`src/hdl/tlop_pkg.sv`:
```
// Purpose: Shared constants and types for the transmit line output port.
// Assumes: 20 MHz ref_clk, APB register access, 32-bit data.
// Notes:   Line clock divider counts are derived from the nominal rates.
package tlop_pkg;

  // ----------------------------------------------------------------------
  // Clock and line rates
  // ----------------------------------------------------------------------
  localparam int REF_CLK_HZ  = 20_000_000;
  localparam int DS3_RATE_HZ = 44_736_000;
  localparam int E3_RATE_HZ  = 34_368_000;
  // Half period in ref_clk cycles, rounded down, never below one
  localparam int DS3_HALF_I  = REF_CLK_HZ / (2 * DS3_RATE_HZ);
  localparam int E3_HALF_I   = REF_CLK_HZ / (2 * E3_RATE_HZ);
  localparam logic [3:0] DS3_HALF_CYC = (DS3_HALF_I > 0) ?
                                        4'(DS3_HALF_I) : 4'h1;
  localparam logic [3:0] E3_HALF_CYC  = (E3_HALF_I > 0) ?
                                        4'(E3_HALF_I) : 4'h1;

  // ----------------------------------------------------------------------
  // Register map
  // ----------------------------------------------------------------------
  localparam logic [11:0] PORT_CTRL2_OFS  = 12'h000;
  localparam logic [11:0] PORT_STATUS_OFS = 12'h004;
  localparam logic [12:0] PORT_CTRL2_RST  = 13'h0000;
  localparam int CTL_W        = 13;
  localparam int PIN_EN_BIT   = 0;
  localparam int UNI_BIT      = 1;
  localparam int CODE_LO      = 2;
  localparam int SEL_LO       = 4;
  localparam int CLK_INV_BIT  = 7;
  localparam int DAT_INV_BIT  = 8;
  localparam int POS_DIS_BIT  = 9;
  localparam int LIU_EN_BIT   = 10;
  localparam int E3_BIT       = 11;
  localparam int REF_INV_BIT  = 12;

  // ----------------------------------------------------------------------
  // Encodings
  // ----------------------------------------------------------------------
  localparam int EXT_CLKS = 4;
  typedef enum logic [1:0] {
    TLOP_AMI,
    TLOP_B3ZS,
    TLOP_HDB3
  } tlop_code_t;
  typedef enum logic [2:0] {
    TLOP_REF_LINE,
    TLOP_REF_TXO,
    TLOP_REF_TXI,
    TLOP_REF_RXL,
    TLOP_REF_RXO
  } tlop_ref_t;

endpackage

```
`src/hdl/tlop_edge_sync.sv`:
```
// Purpose: Three-stage sampling and edge finding for outside clocks.
// Assumes: Inputs are asynchronous to ref_clk.
// Notes:   A change counts only once stages two and three agree.
`timescale 1ns/1ps
module tlop_edge_sync
  import tlop_pkg::*;
(
  input  wire logic                ref_clk,
  input  wire logic                rstn,
  input  wire logic [EXT_CLKS-1:0] async_in,
  output logic      [EXT_CLKS-1:0] level,
  output logic      [EXT_CLKS-1:0] rise,
  output logic      [EXT_CLKS-1:0] fall
);

  // ----------------------------------------------------------------------
  // Per-input synchroniser and filter
  // ----------------------------------------------------------------------
  genvar i;
  generate
    for (i = 0; i < EXT_CLKS; i++) begin : g_sync
      logic s1_reg, s2_reg, s3_reg;
      logic lvl_reg, rise_reg, fall_reg;
      wire  agree = (s2_reg == s3_reg);
      wire  moved = agree && (s3_reg != lvl_reg);
      // Each input owns its own flops; the vectors are only gathered here
      assign level[i] = lvl_reg;
      assign rise[i]  = rise_reg;
      assign fall[i]  = fall_reg;
      // First stage feeds only the second, to contain metastability
      always_ff @(posedge ref_clk or negedge rstn) begin
        if (!rstn) begin
          s1_reg   <= 1'b0;
          s2_reg   <= 1'b0;
          s3_reg   <= 1'b0;
          lvl_reg  <= 1'b0;
          rise_reg <= 1'b0;
          fall_reg <= 1'b0;
        end else begin
          s1_reg   <= async_in[i];
          s2_reg   <= s1_reg;
          s3_reg   <= s2_reg;
          lvl_reg  <= moved ? s3_reg : lvl_reg;
          rise_reg <= moved & s3_reg;
          fall_reg <= moved & ~s3_reg;
        end
      end
    end
  endgenerate

endmodule

```
`src/hdl/tlop_line_encoder.sv`:
```
// Purpose: AMI, B3ZS and HDB3 rail encoder with a four-bit delay line.
// Assumes: advance is a one-cycle pulse per line bit.
// Notes:   Latency is four bits in every mode, so switching mode keeps
//          the bit stream aligned.
`timescale 1ns/1ps
module tlop_line_encoder
  import tlop_pkg::*;
(
  input  wire logic       ref_clk,
  input  wire logic       rstn,
  input  wire logic       advance,
  input  wire logic       bit_in,
  input  wire logic       bipolar,
  input  wire tlop_code_t code,
  output logic            pos_reg,
  output logic            neg_reg
);

  logic [3:0] mark_reg, viol_reg;
  logic       last_reg, odd_reg;

  // ----------------------------------------------------------------------
  // Exiting symbol and substitution decision
  // ----------------------------------------------------------------------
  // Violations repeat the last polarity, other marks alternate
  wire       ex_m  = mark_reg[3];
  wire       ex_v  = viol_reg[3];
  wire       pol   = ex_v ? last_reg : ~last_reg;
  wire       odd1  = ex_m ? (ex_v ? 1'b0 : ~odd_reg) : odd_reg;
  wire [3:0] nm    = {mark_reg[2:0], bit_in};
  wire [3:0] nv    = {viol_reg[2:0], 1'b0};
  // B3ZS window is three bits, so the oldest slot still counts
  wire       b3odd = nv[3] ? 1'b0 : (odd1 ^ nm[3]);
  wire       h_sub = bipolar && (code == TLOP_HDB3) && (nm == 4'h0);
  wire       b_sub = bipolar && (code == TLOP_B3ZS) && (nm[2:0] == 3'h0);
  wire       h_b   = h_sub & ~odd1;
  wire       b_b   = b_sub & ~b3odd;
  wire [3:0] mark_next = nm | {h_b, b_b, 1'b0, h_sub | b_sub};
  wire [3:0] viol_next = nv | {3'h0, h_sub | b_sub};

  // ----------------------------------------------------------------------
  // Delay line and rail outputs
  // ----------------------------------------------------------------------
  always_ff @(posedge ref_clk or negedge rstn) begin
    if (!rstn) begin
      mark_reg <= 4'h0;
      viol_reg <= 4'h0;
      last_reg <= 1'b0;
      odd_reg  <= 1'b0;
      pos_reg  <= 1'b0;
      neg_reg  <= 1'b0;
    end else if (advance) begin
      mark_reg <= mark_next;
      viol_reg <= viol_next;
      last_reg <= ex_m ? pol : last_reg;
      odd_reg  <= odd1;
      pos_reg  <= bipolar ? (ex_m & pol) : ex_m;
      neg_reg  <= bipolar & ex_m & ~pol;
    end
  end

endmodule

```
`src/hdl/tlop_port.sv`:
```
// Purpose: Transmit line output port: line clock and rail pins.
// Assumes: ref_clk 20 MHz; outside clocks sampled, never used as clocks.
// Notes:   The line clock is divided from ref_clk, so its real rate is
//          capped at half of ref_clk.
//
// Behaviour
// - Line clock pin is driven only while the pin enable is set.
// - Line clock edges also time framer frame-start and serial signals.
// - Line clock at DS3 or E3 rate, one line bit per clock.
// - Coded modes drive the positive rail for positive pulses.
// - Unencoded mode puts the raw bit stream on the positive pin.
// - Rails update on rising edge, or falling edge if an outside reference is inverted.
// - Rail reference is selectable among five clocks, line clock default.
// - Positive rail may be disabled while the internal line unit is on.
// - Clock pin and data rails have independent polarity inversion.
// - Negative rail drives negative pulses, same edge and reference.
`timescale 1ns/1ps
module tlop_port
  import tlop_pkg::*;
(
  input  wire logic        ref_clk,
  input  wire logic        rstn,
  input  wire logic        psel,
  input  wire logic        penable,
  input  wire logic        pwrite,
  input  wire logic [11:0] paddr,
  input  wire logic [31:0] pwdata,
  output logic      [31:0] prdata,
  output logic             pready,
  output logic             pslverr,
  input  wire logic        tx_clock_output,
  input  wire logic        tx_clock_input,
  input  wire logic        rx_line_clock_in,
  input  wire logic        rx_clock_output,
  input  wire logic        tx_bit_data,
  output logic             tx_bit_take,
  output logic             tx_line_tick,
  output logic             tx_line_clock_out,
  output logic             tx_line_clock_oe,
  output logic             tx_positive_rail,
  output logic             tx_positive_oe,
  output logic             tx_negative_rail,
  output logic             tx_negative_oe
);

  // ----------------------------------------------------------------------
  // Control decode
  // ----------------------------------------------------------------------
  logic [CTL_W-1:0] ctrl_reg, ctrl_q;
  wire        en      = ctrl_reg[PIN_EN_BIT];
  wire        unencoded_data_mode     = ctrl_reg[UNI_BIT];
  wire [1:0]  code_f  = ctrl_reg[CODE_LO +: 2];
  wire [2:0]  sel     = ctrl_reg[SEL_LO +: 3];
  wire        clk_inv = ctrl_reg[CLK_INV_BIT];
  wire        dat_inv = ctrl_reg[DAT_INV_BIT];
  wire        pos_dis = ctrl_reg[POS_DIS_BIT];
  wire        liu_en  = ctrl_reg[LIU_EN_BIT];
  wire        e3      = ctrl_reg[E3_BIT];
  wire        ref_inv = ctrl_reg[REF_INV_BIT];
  // Reserved coding value falls back to plain AMI
  wire tlop_code_t code = (code_f == 2'h3) ? TLOP_AMI : tlop_code_t'(code_f);

  // ----------------------------------------------------------------------
  // Line clock divider
  // ----------------------------------------------------------------------
  logic [3:0] cnt_reg;
  logic       lclk_reg;
  wire  [3:0] half    = e3 ? E3_HALF_CYC : DS3_HALF_CYC;
  wire        cnt_hit = (cnt_reg == half - 4'h1);
  wire  [3:0] cnt_next = cnt_hit ? 4'h0 : cnt_reg + 4'h1;
  wire        lrise   = en & cnt_hit & ~lclk_reg;
  wire        lfall   = en & cnt_hit & lclk_reg;

  // Clock idles low while the pins are off
  always_ff @(posedge ref_clk or negedge rstn) begin
    if (!rstn) begin
      cnt_reg  <= 4'h0;
      lclk_reg <= 1'b0;
    end else begin
      cnt_reg  <= cnt_next;
      lclk_reg <= en & (lclk_reg ^ cnt_hit);
    end
  end

  // ----------------------------------------------------------------------
  // Outside clock sampling
  // ----------------------------------------------------------------------
  logic [EXT_CLKS-1:0] ext_lvl, ext_rise, ext_fall;
  wire  [EXT_CLKS-1:0] ext_in = {rx_clock_output, rx_line_clock_in,
                                 tx_clock_input, tx_clock_output};

  tlop_edge_sync u_sync (
    .ref_clk  (ref_clk),
    .rstn     (rstn),
    .async_in (ext_in),
    .level    (ext_lvl),
    .rise     (ext_rise),
    .fall     (ext_fall)
  );

  // ----------------------------------------------------------------------
  // Reference selection
  // ----------------------------------------------------------------------
  // Unused select codes fall back to the line clock
  function automatic logic pick_edge(input logic [2:0] s,
                                     input logic line_e,
                                     input logic [EXT_CLKS-1:0] ext_e);
    logic r;
    r = line_e;
    if (s >= 3'(TLOP_REF_TXO) && s <= 3'(TLOP_REF_RXO)) begin
      r = ext_e[2'(s - 3'h1)];
    end
    return r;
  endfunction

  wire sel_rise = pick_edge(sel, lrise, ext_rise);
  wire sel_fall = pick_edge(sel, lfall, ext_fall);
  wire line_ref = (sel == 3'(TLOP_REF_LINE)) || (sel > 3'(TLOP_REF_RXO));
  // A line reference never swaps edges: the pin inversion alone moves
  // the rail update onto the falling edge of the pin as seen outside
  wire inv_sel  = line_ref ? 1'b0 : ref_inv;
  // One bit leaves per chosen reference edge
  wire advance  = en & (inv_sel ? sel_fall : sel_rise);

  assign tx_bit_take = advance;

  // ----------------------------------------------------------------------
  // Encoder
  // ----------------------------------------------------------------------
  logic enc_pos, enc_neg;

  tlop_line_encoder u_enc (
    .ref_clk (ref_clk),
    .rstn    (rstn),
    .advance (advance),
    .bit_in  (tx_bit_data),
    .bipolar (~unencoded_data_mode),
    .code    (code),
    .pos_reg (enc_pos),
    .neg_reg (enc_neg)
  );

  // ----------------------------------------------------------------------
  // Pin stage
  // ----------------------------------------------------------------------
  logic clk_pin_reg, clk_oe_reg, pos_pin_reg, pos_oe_reg;
  logic neg_pin_reg, neg_oe_reg, tick_reg;

  // Everything held low and undriven while the pin enable is clear
  always_ff @(posedge ref_clk or negedge rstn) begin
    if (!rstn) begin
      clk_pin_reg <= 1'b0;
      clk_oe_reg  <= 1'b0;
      pos_pin_reg <= 1'b0;
      pos_oe_reg  <= 1'b0;
      neg_pin_reg <= 1'b0;
      neg_oe_reg  <= 1'b0;
      tick_reg    <= 1'b0;
    end else begin
      clk_pin_reg <= en & (lclk_reg ^ clk_inv);
      clk_oe_reg  <= en;
      pos_pin_reg <= en & (enc_pos ^ dat_inv);
      pos_oe_reg  <= en & ~(liu_en & pos_dis);
      neg_pin_reg <= en & ~unencoded_data_mode & (enc_neg ^ dat_inv);
      neg_oe_reg  <= en & ~unencoded_data_mode;
      tick_reg    <= lrise;
    end
  end

  assign tx_line_clock_out = clk_pin_reg;
  assign tx_line_clock_oe  = clk_oe_reg;
  assign tx_positive_rail  = pos_pin_reg;
  assign tx_positive_oe    = pos_oe_reg;
  assign tx_negative_rail  = neg_pin_reg;
  assign tx_negative_oe    = neg_oe_reg;
  assign tx_line_tick      = tick_reg;

  // ----------------------------------------------------------------------
  // APB slave
  // ----------------------------------------------------------------------
  // Zero wait states: the read word is captured in the setup cycle
  wire        hit_ctl = (paddr == PORT_CTRL2_OFS);
  wire        hit_sts = (paddr == PORT_STATUS_OFS);
  wire        wr_ctl  = psel & penable & pwrite & hit_ctl;
  wire        rd_set  = psel & ~penable & ~pwrite;
  wire [31:0] sts_w   = {24'h0, ext_lvl, lclk_reg, enc_neg, enc_pos, en};
  wire [31:0] rd_mux  = hit_ctl ? {19'h0, ctrl_reg} :
                        hit_sts ? sts_w : 32'h0;
  logic [31:0] prdata_reg;

  assign pready  = 1'b1;
  assign pslverr = psel & penable & ~(hit_ctl | hit_sts);
  assign prdata  = prdata_reg;

  always_ff @(posedge ref_clk or negedge rstn) begin
    if (!rstn) begin
      ctrl_reg   <= PORT_CTRL2_RST;
      ctrl_q     <= PORT_CTRL2_RST;
      prdata_reg <= 32'h0;
    end else begin
      ctrl_reg   <= wr_ctl ? pwdata[CTL_W-1:0] : ctrl_reg;
      ctrl_q     <= ctrl_reg;
      prdata_reg <= rd_set ? rd_mux : prdata_reg;
    end
  end

  // ----------------------------------------------------------------------
  // Checks
  // ----------------------------------------------------------------------
  wire steady = (ctrl_reg == ctrl_q);
endmodule

```
`config.mk`:
```
export PLATFORM = sky130hd
export DESIGN_NAME = tlop_port
export DESIGN_NICKNAME = d
export VERILOG_FILES = /design/src/hdl/tlop_pkg.sv /design/src/hdl/tlop_edge_sync.sv /design/src/hdl/tlop_line_encoder.sv /design/src/hdl/tlop_port.sv
export SDC_FILE = /design/constraint.sdc
export NUM_CORES = 1
export LEC_CHECK = 0
export ABC_AREA = 1
export BUFFER_PORTS_ARGS = -buffer_cell sky130_fd_sc_hd__buf_4
export CAP_MARGIN = 20
export CELL_PAD_IN_SITES_DETAIL_PLACEMENT = 1
export CELL_PAD_IN_SITES_GLOBAL_PLACEMENT = 2
export CORE_MARGIN = 2
export CORE_UTILIZATION = 32
export DETAILED_ROUTE_END_ITERATION = 10
export HOLD_SLACK_MARGIN = 0.12
export PLACE_DENSITY_LB_ADDON = 0.1
export SETUP_SLACK_MARGIN = 0.2
export SYNTH_ARGS = -nofsm -noshare
export SYNTH_HDL_FRONTEND = slang
export SYNTH_SLANG_ARGS = --single-unit
```
`constraint.sdc`:
```
create_clock -name ref_clk -period 4.9 [get_ports ref_clk]
set_input_delay 0.49 -clock ref_clk [delete_from_list [all_inputs] [get_ports ref_clk]]
set_output_delay 0.49 -clock ref_clk [all_outputs]
set_load 0.02 [all_outputs]
```
==> flow_summary.yaml, run 1 <==
status:
  status: "finished clean"
synthesis:
  synth_top_area_share_pct: 55.87
  syn-cell-area_mm2: 0.003314
  synth_seq_area_share_pct: 55.87
  avgSynthCellArea_um2: 9.056
  ys_warn_count: 0
  ys_types: 31
  synthCells: 366
  synth_seq_cells: 74
  synthTopCellsByArea: "dfrtp_1, nand2_1, inv_1, buf_4, nor2_1"
  yosys.area.top_type: "dfrtp_1"
setup_path:
  start_kind: "register"
  worstPathMaxFanout: 20
  worstPathCellList: "inv_2 -> ha_1 -> inv_1 -> ha_1 -> inv_1 -> nand2_1 -> inv_1 -> nand2_1 -> nand2_2 -> nand2_2 -> nand3_4 -> inv_6 -> buf_4"
  cp_common_cell: "inv_1"
  end_kind: "primary output"
  cp_slowest_stage_delay_ns: 0.50
  critPathKind: "reg2out"
  crit_slowest_cell: "dfrtp_1"
  worst_ep_arrival_time_ns: 2.32
  crit_required_ns: 4.41
sta:
  tightest_slew_ns: 0.9495
  fin_crit_ns: 2.807
  fin_skew_ns: 0.01138
  max_freq_mhz: 356.3
  grt_setup_unrepaired: "no"
  hold_violations: 0
  slew_headroom_pct: 36.70
  fin_tns_setup_ns: 0
  finalCritPeriodShare_pct: 57.28
  finalMaxSlewViolations: 0
  final-setup-viol-count: 0
  hold_slack_ns: 0.2398
  fin_ws_ns: 2.093
detailed_routing:
  ant_nets: 0
  drt_first_pass_iters: 4
  wl_per_cell_um: 12.70
  viasPerCell: 4.365
  wirelength_um: 7163
  met2RoutedLength_um: 3241
  routed.top_layer: "met4"
  drt_iter0_markers: 93
  dr_wl_met3_um: 355
  met1_length_um: 3427
  drc_errors: 0
  num_vias: 2462
final_layout:
  drive_above_1_share_pct: 21.03
  nNetsFinal: 483
  fillCellCount: 1236
  fin_util_pct: 39.08
  fin_area_mm2: 0.003980
  antennaDiodeCount: 0
  final_cell_mix: "nand2_1, dfrtp_1, buf_4, inv_1, nor2_1"
  layout_commonest_cell: "nand2_1"
  final_cells: 564
  multiInputGateArea_mm2: 0.001114
  area_delta_synth_final_pct: 20.08
  seq_area_mm2: 0.001852
floorplanning:
  die-area_mm2: 0.01119
  die_height_um: 105.8
  fp.dieW_um: 105.8
  coreArea_mm2: 0.01018
  rows: 37
  start_util_pct: 32.54
  pin_count: 96
power:
  ir_drop_v: 0.0001188
  p_total_mw: 1.225
  powerDensity_mw_per_mm2: 307.7
  p_leak_nw: 2.080
clocking:
  post_cts_resized: 0
  numCtsBuffers: 9
  cts_hold_buffers: 0
  path_clk_slew_ns: 0.07
  cts-root-to-sink-buffers: 2
  cts-root-buf: "clkbuf_8"
  clk_latency_ns: 0.35
  h-tree-depth: 3
  cts_sinks: 74
  cts_setup_buffers: 0
  cts_tree: "done"
placed_design:
  place_inst: 549
  preCtsSetupSlack_ns: 2.413
  place_congestion: 0.7676
  dpl.hpwl_um: 5064
  port-buffer-count: 56
  placed_area_mm2: 0.003764
global_route:
  grt_use_total_pct: 14.37
  grt_pass1_wl_um: 12340
  first_global_vias: 2513
  grt_max_degree: 75
  antenna_found_initial: 0
  grt_overflow: 0
run:
  max-cap-violations: 0
hold_path:
  min_path_type: "in2reg"
==> power breakdown <==
part | internal [mW] | leakage, nW | switching [mW]
combinational | 0.0249 | 0.997 | 0.0461
sequential | 0.623 | 0.971 | 0.00685
clock | 0.297 | 0.112 | 0.227
==> worst paths after layout <==
| path | start | end | slack [ns] | cells past startpoint |
|---|---|---|---|---|
| setup / recovery | ctrl_reg[4]$_DFFE_PN0P_ | tx_bit_take | 2.09 | 13 |
| hold / removal | rx_clock_output | u_sync.g_sync[3].s1_reg$_DFF_PN0_ | 0.24 | 1 |
| setup reg to reg | ctrl_reg[4]$_DFFE_PN0P_ | u_enc.mark_reg[0]$_DFFE_PN0P_ | 2.88 | 13 |
| hold reg to reg | u_sync.g_sync[3].s1_reg$_DFF_PN0_ | u_sync.g_sync[3].s2_reg$_DFF_PN0_ | 0.36 | 0 |
| max in group asynchronous | rstn | u_enc.last_reg$_DFFE_PN0P_ | 4.01 | 1 |
| min in group asynchronous | rstn | prdata[11]$_DFFE_PN0P_ | 0.28 | 1 |
==> worst max-delay path: cells and delay by family (launching register included) <==
family / cells / cell delay (ns)
DFF: 1 / 0.50
buffers and inverters: 6 / 0.55
adders and majority gates: 2 / 0.34
and+or+nand+nor: 5 / 0.57
==> area by class of cell <==
class                      instances  area share [%]
sequential                        74           46.53
multi-input combinational        230           27.98
timing repair buffer              57           10.75
inverter                          52           5.030
tap                              136           4.275
clock buffer                      10           3.458
clock inverter                     5           1.981
==> Yosys cell counts (all sizes together) <==
| cell type | n |
|---|---|
| nor2 | 23 |
| nand3 | 14 |
| or2 | 1 |
| nor4 | 1 |
| o21ai | 36 |
| buf | 27 |
| nand3b | 1 |
| dfrtp | 74 |
| a21oi | 8 |
| clkbuf | 1 |
| conb | 2 |
| o31ai | 1 |
| o211ai | 1 |
| ha | 5 |
| nand4 | 4 |
| inv | 52 |
| xnor2 | 1 |
| xor2 | 2 |
| o22ai | 6 |
| nand2 | 100 |
| nor3 | 6 |
==> cell families after synthesis <==
logic type      share of synthesized area (%)
flops                                   55.87
other cells                            0.2266
simple gates                            19.52
xor+xnor                               0.7929
fa+ha+maj                               1.888
buf+inv                                 12.57
compound gates                          9.136
==> routing by layer <==
| metal | vias to the layer above | track usage (%) |
|---|---|---|
| met5 | - | 0 |
| met4 | 0 | 7.331 |
| met3 | 10 | 3.587 |
| met2 | 59 | 22.53 |
| met1 | 1176 | 18.41 |
| li1 | 1217 | - |
No activity file was read; power rests on OpenSTA's default activity.
==> run 2, diff against run 1 <==
- CORE_UTILIZATION: 32 -> 27
- clock period: 4.9 -> 2.4 ns (I/O delays scaled with it)
==> flow_summary.yaml, run 2 (synthesis results as in run 1) <==
global_route:
  first_global_vias: 2553
  grt_use_met1_pct: 17.75
  grt_use_total_pct: 12.86
  grt_max_degree: 75
  met2_usage_pct: 19.29
  grt_overflow: 0
  antenna_found_initial: 0
  use_met3_pct: 3.321
  grt_pass1_wl_um: 13000
  grt_busiest_layer: "met2"
power:
  internal_power_mw: 2.088
  sequentialPowerShare_pct: 47.4
  p_comb_share_pct: 5.8
  p_total_mw: 2.718
  swShare_pct: 23.18
  powerDensity_mw_per_mm2: 641.0
  ir_drop_v: 0.0002483
  p_leak_nw: 2.186
  clock_power_share_pct: 46.8
  switching_power_mw: 0.6299
final_layout:
  fin_util_pct: 35.30
  antennaDiodeCount: 0
  drive_above_1_share_pct: 24.27
  area_delta_synth_final_pct: 27.94
  nNetsFinal: 499
  layout_commonest_cell: "nand2_1"
  final_cell_mix: "nand2_1, dfrtp_1, buf_4, inv_1, nor2_1"
detailed_routing:
  drt_first_pass_iters: 4
  viasPerCell: 4.218
  wirelength_um: 7788
  drc_errors: 0
  drt_iter0_markers: 71
  wl_per_cell_um: 13.16
  ant_nets: 0
  num_vias: 2497
setup_path:
  crit_required_ns: 2.16
  path_buf_inv: 6
  start_kind: "register"
  cp_slowest_stage_delay_ns: 0.40
  worstPathMaxFanout: 3
  worst_ep_arrival_time_ns: 1.83
  end_kind: "primary output"
  crit_slowest_cell: "dfrtp_1"
  cp_common_cell: "nand2_2"
  worstPathCellList: "inv_2 -> ha_4 -> inv_1 -> ha_1 -> inv_1 -> nand2_2 -> inv_2 -> nand2_2 -> nand2_2 -> nand2_4 -> nand3_4 -> clkinv_4 -> buf_6"
  critPathKind: "reg2out"
  cp_top_family: "buffers and inverters"
placed_design:
  dpl.hpwl_um: 5375
  place_congestion: 0.7296
  port-buffer-count: 56
  preCtsSetupSlack_ns: 0.4409
sta:
  grt_setup_unrepaired: "no"
  fin_skew_ns: 0.007928
  slew_headroom_pct: 65.36
  finalCritPeriodShare_pct: 86.43
  tightest_slew_ns: 0.5197
  hold_slack_ns: 0.1523
  hold_violations: 0
  final-setup-viol-count: 0
  max_freq_mhz: 482.1
  fin_ws_ns: 0.3256
  fin_tns_setup_ns: 0
  fin_crit_ns: 2.074
  finalMaxSlewViolations: 0
floorplanning:
  start_util_pct: 27.59
  rows: 40
  coreArea_mm2: 0.01201
  die-area_mm2: 0.01318
  fp.dieW_um: 114.8
  pin_count: 96
  die_height_um: 114.8
run:
  max-cap-violations: 0
clocking:
  cts-root-to-sink-buffers: 2
  cts-root-buf: "clkbuf_16"
  h-tree-depth: 3
  numCtsBuffers: 9
  path_clk_slew_ns: 0.06
  cts_sinks: 74
  clk_latency_ns: 0.33
  cts_tree: "done"
hold_path:
  min_path_type: "in2reg"
status:
  status: "finished clean"
run 2: path summary, 6_finish.rpt:
path	startpoint	cells after the start	end	slack, ns
worst min-delay path	pwdata[1]	3	ctrl_reg[1]$_DFFE_PN0P_	0.15
worst max register to register	ctrl_reg[4]$_DFFE_PN0P_	15	u_enc.mark_reg[1]$_DFFE_PN0P_	0.47
worst max-delay path	ctrl_reg[4]$_DFFE_PN0P_	13	tx_bit_take	0.33
worst min register to register	u_sync.g_sync[0].s1_reg$_DFF_PN0_	0	u_sync.g_sync[0].s2_reg$_DFF_PN0_	0.35
min in group asynchronous	rstn	2	prdata[0]$_DFFE_PN0P_	0.44
max in group asynchronous	rstn	3	ctrl_reg[0]$_DFFE_PN0P_	1.37
run 2: what timing repair did:
item	CTS	global route
pin swaps	0	7
buffers inserted	1	5
gates resized for setup	1	11
endpoints found under the hold margin	21	0
setup endpoints to repair	1	6
hold buffers	5	0
run 2: worst register-to-register path, cell delays in order, from the launching register on:
cell and delay, ns:
dfrtp_1 0.40, inv_2 0.10, ha_4 0.13, inv_1 0.04, ha_1 0.16, inv_1 0.06
nand2_2 0.06, inv_2 0.06, nand2_2 0.05, nand2_2 0.09, nand2_4 0.06, nand3_4 0.10
buf_4 0.20, buf_4 0.21, nand2_1 0.09, o21ai_2 0.05
run 2: area by class of cell:
cell class | instances | area (µm²)
fill | 1398 | 7771
sequential | 74 | 1852
multi-input combinational | 230 | 1141
timing repair buffer | 73 | 580.6
clock buffer | 12 | 256.5
inverter | 52 | 200.2
tap | 147 | 183.9
clock inverter | 4 | 26.28
run 2: metrics by stage:
| stage | instances | area (µm²) |
|---|---|---|
| 4_1_cts | 586 | 4150 |
| 3_5_place_dp | 564 | 3807 |
| 3_3_place_gp | 564 | 3807 |
| 2_1_floorplan | 384 | 3382 |
| 6_report | 592 | 4240 |
| 5_1_grt | 592 | 4240 |
run 2: metal layers:
| metal | up-vias | wire [µm] |
|---|---|---|
| met2 | 67 | 3302 |
| li1 | 1261 | - |
| met1 | 1158 | 3931 |
| met3 | 11 | 423 |
| met5 | - | 0 |
| met4 | 0 | 131 |
run 2: power groups by stage:
stage / logic [mW] / clock network [mW] / registers, mW
after global routing: 0.178 / 1.37 / 1.29
after detailed placement: 0.150 / 0 / 1.31
final: 0.157 / 1.27 / 1.29
after global placement: 0.148 / 0 / 1.31
after CTS: 0.157 / 1.32 / 1.29
after floorplan: 0.0880 / 0 / 1.31
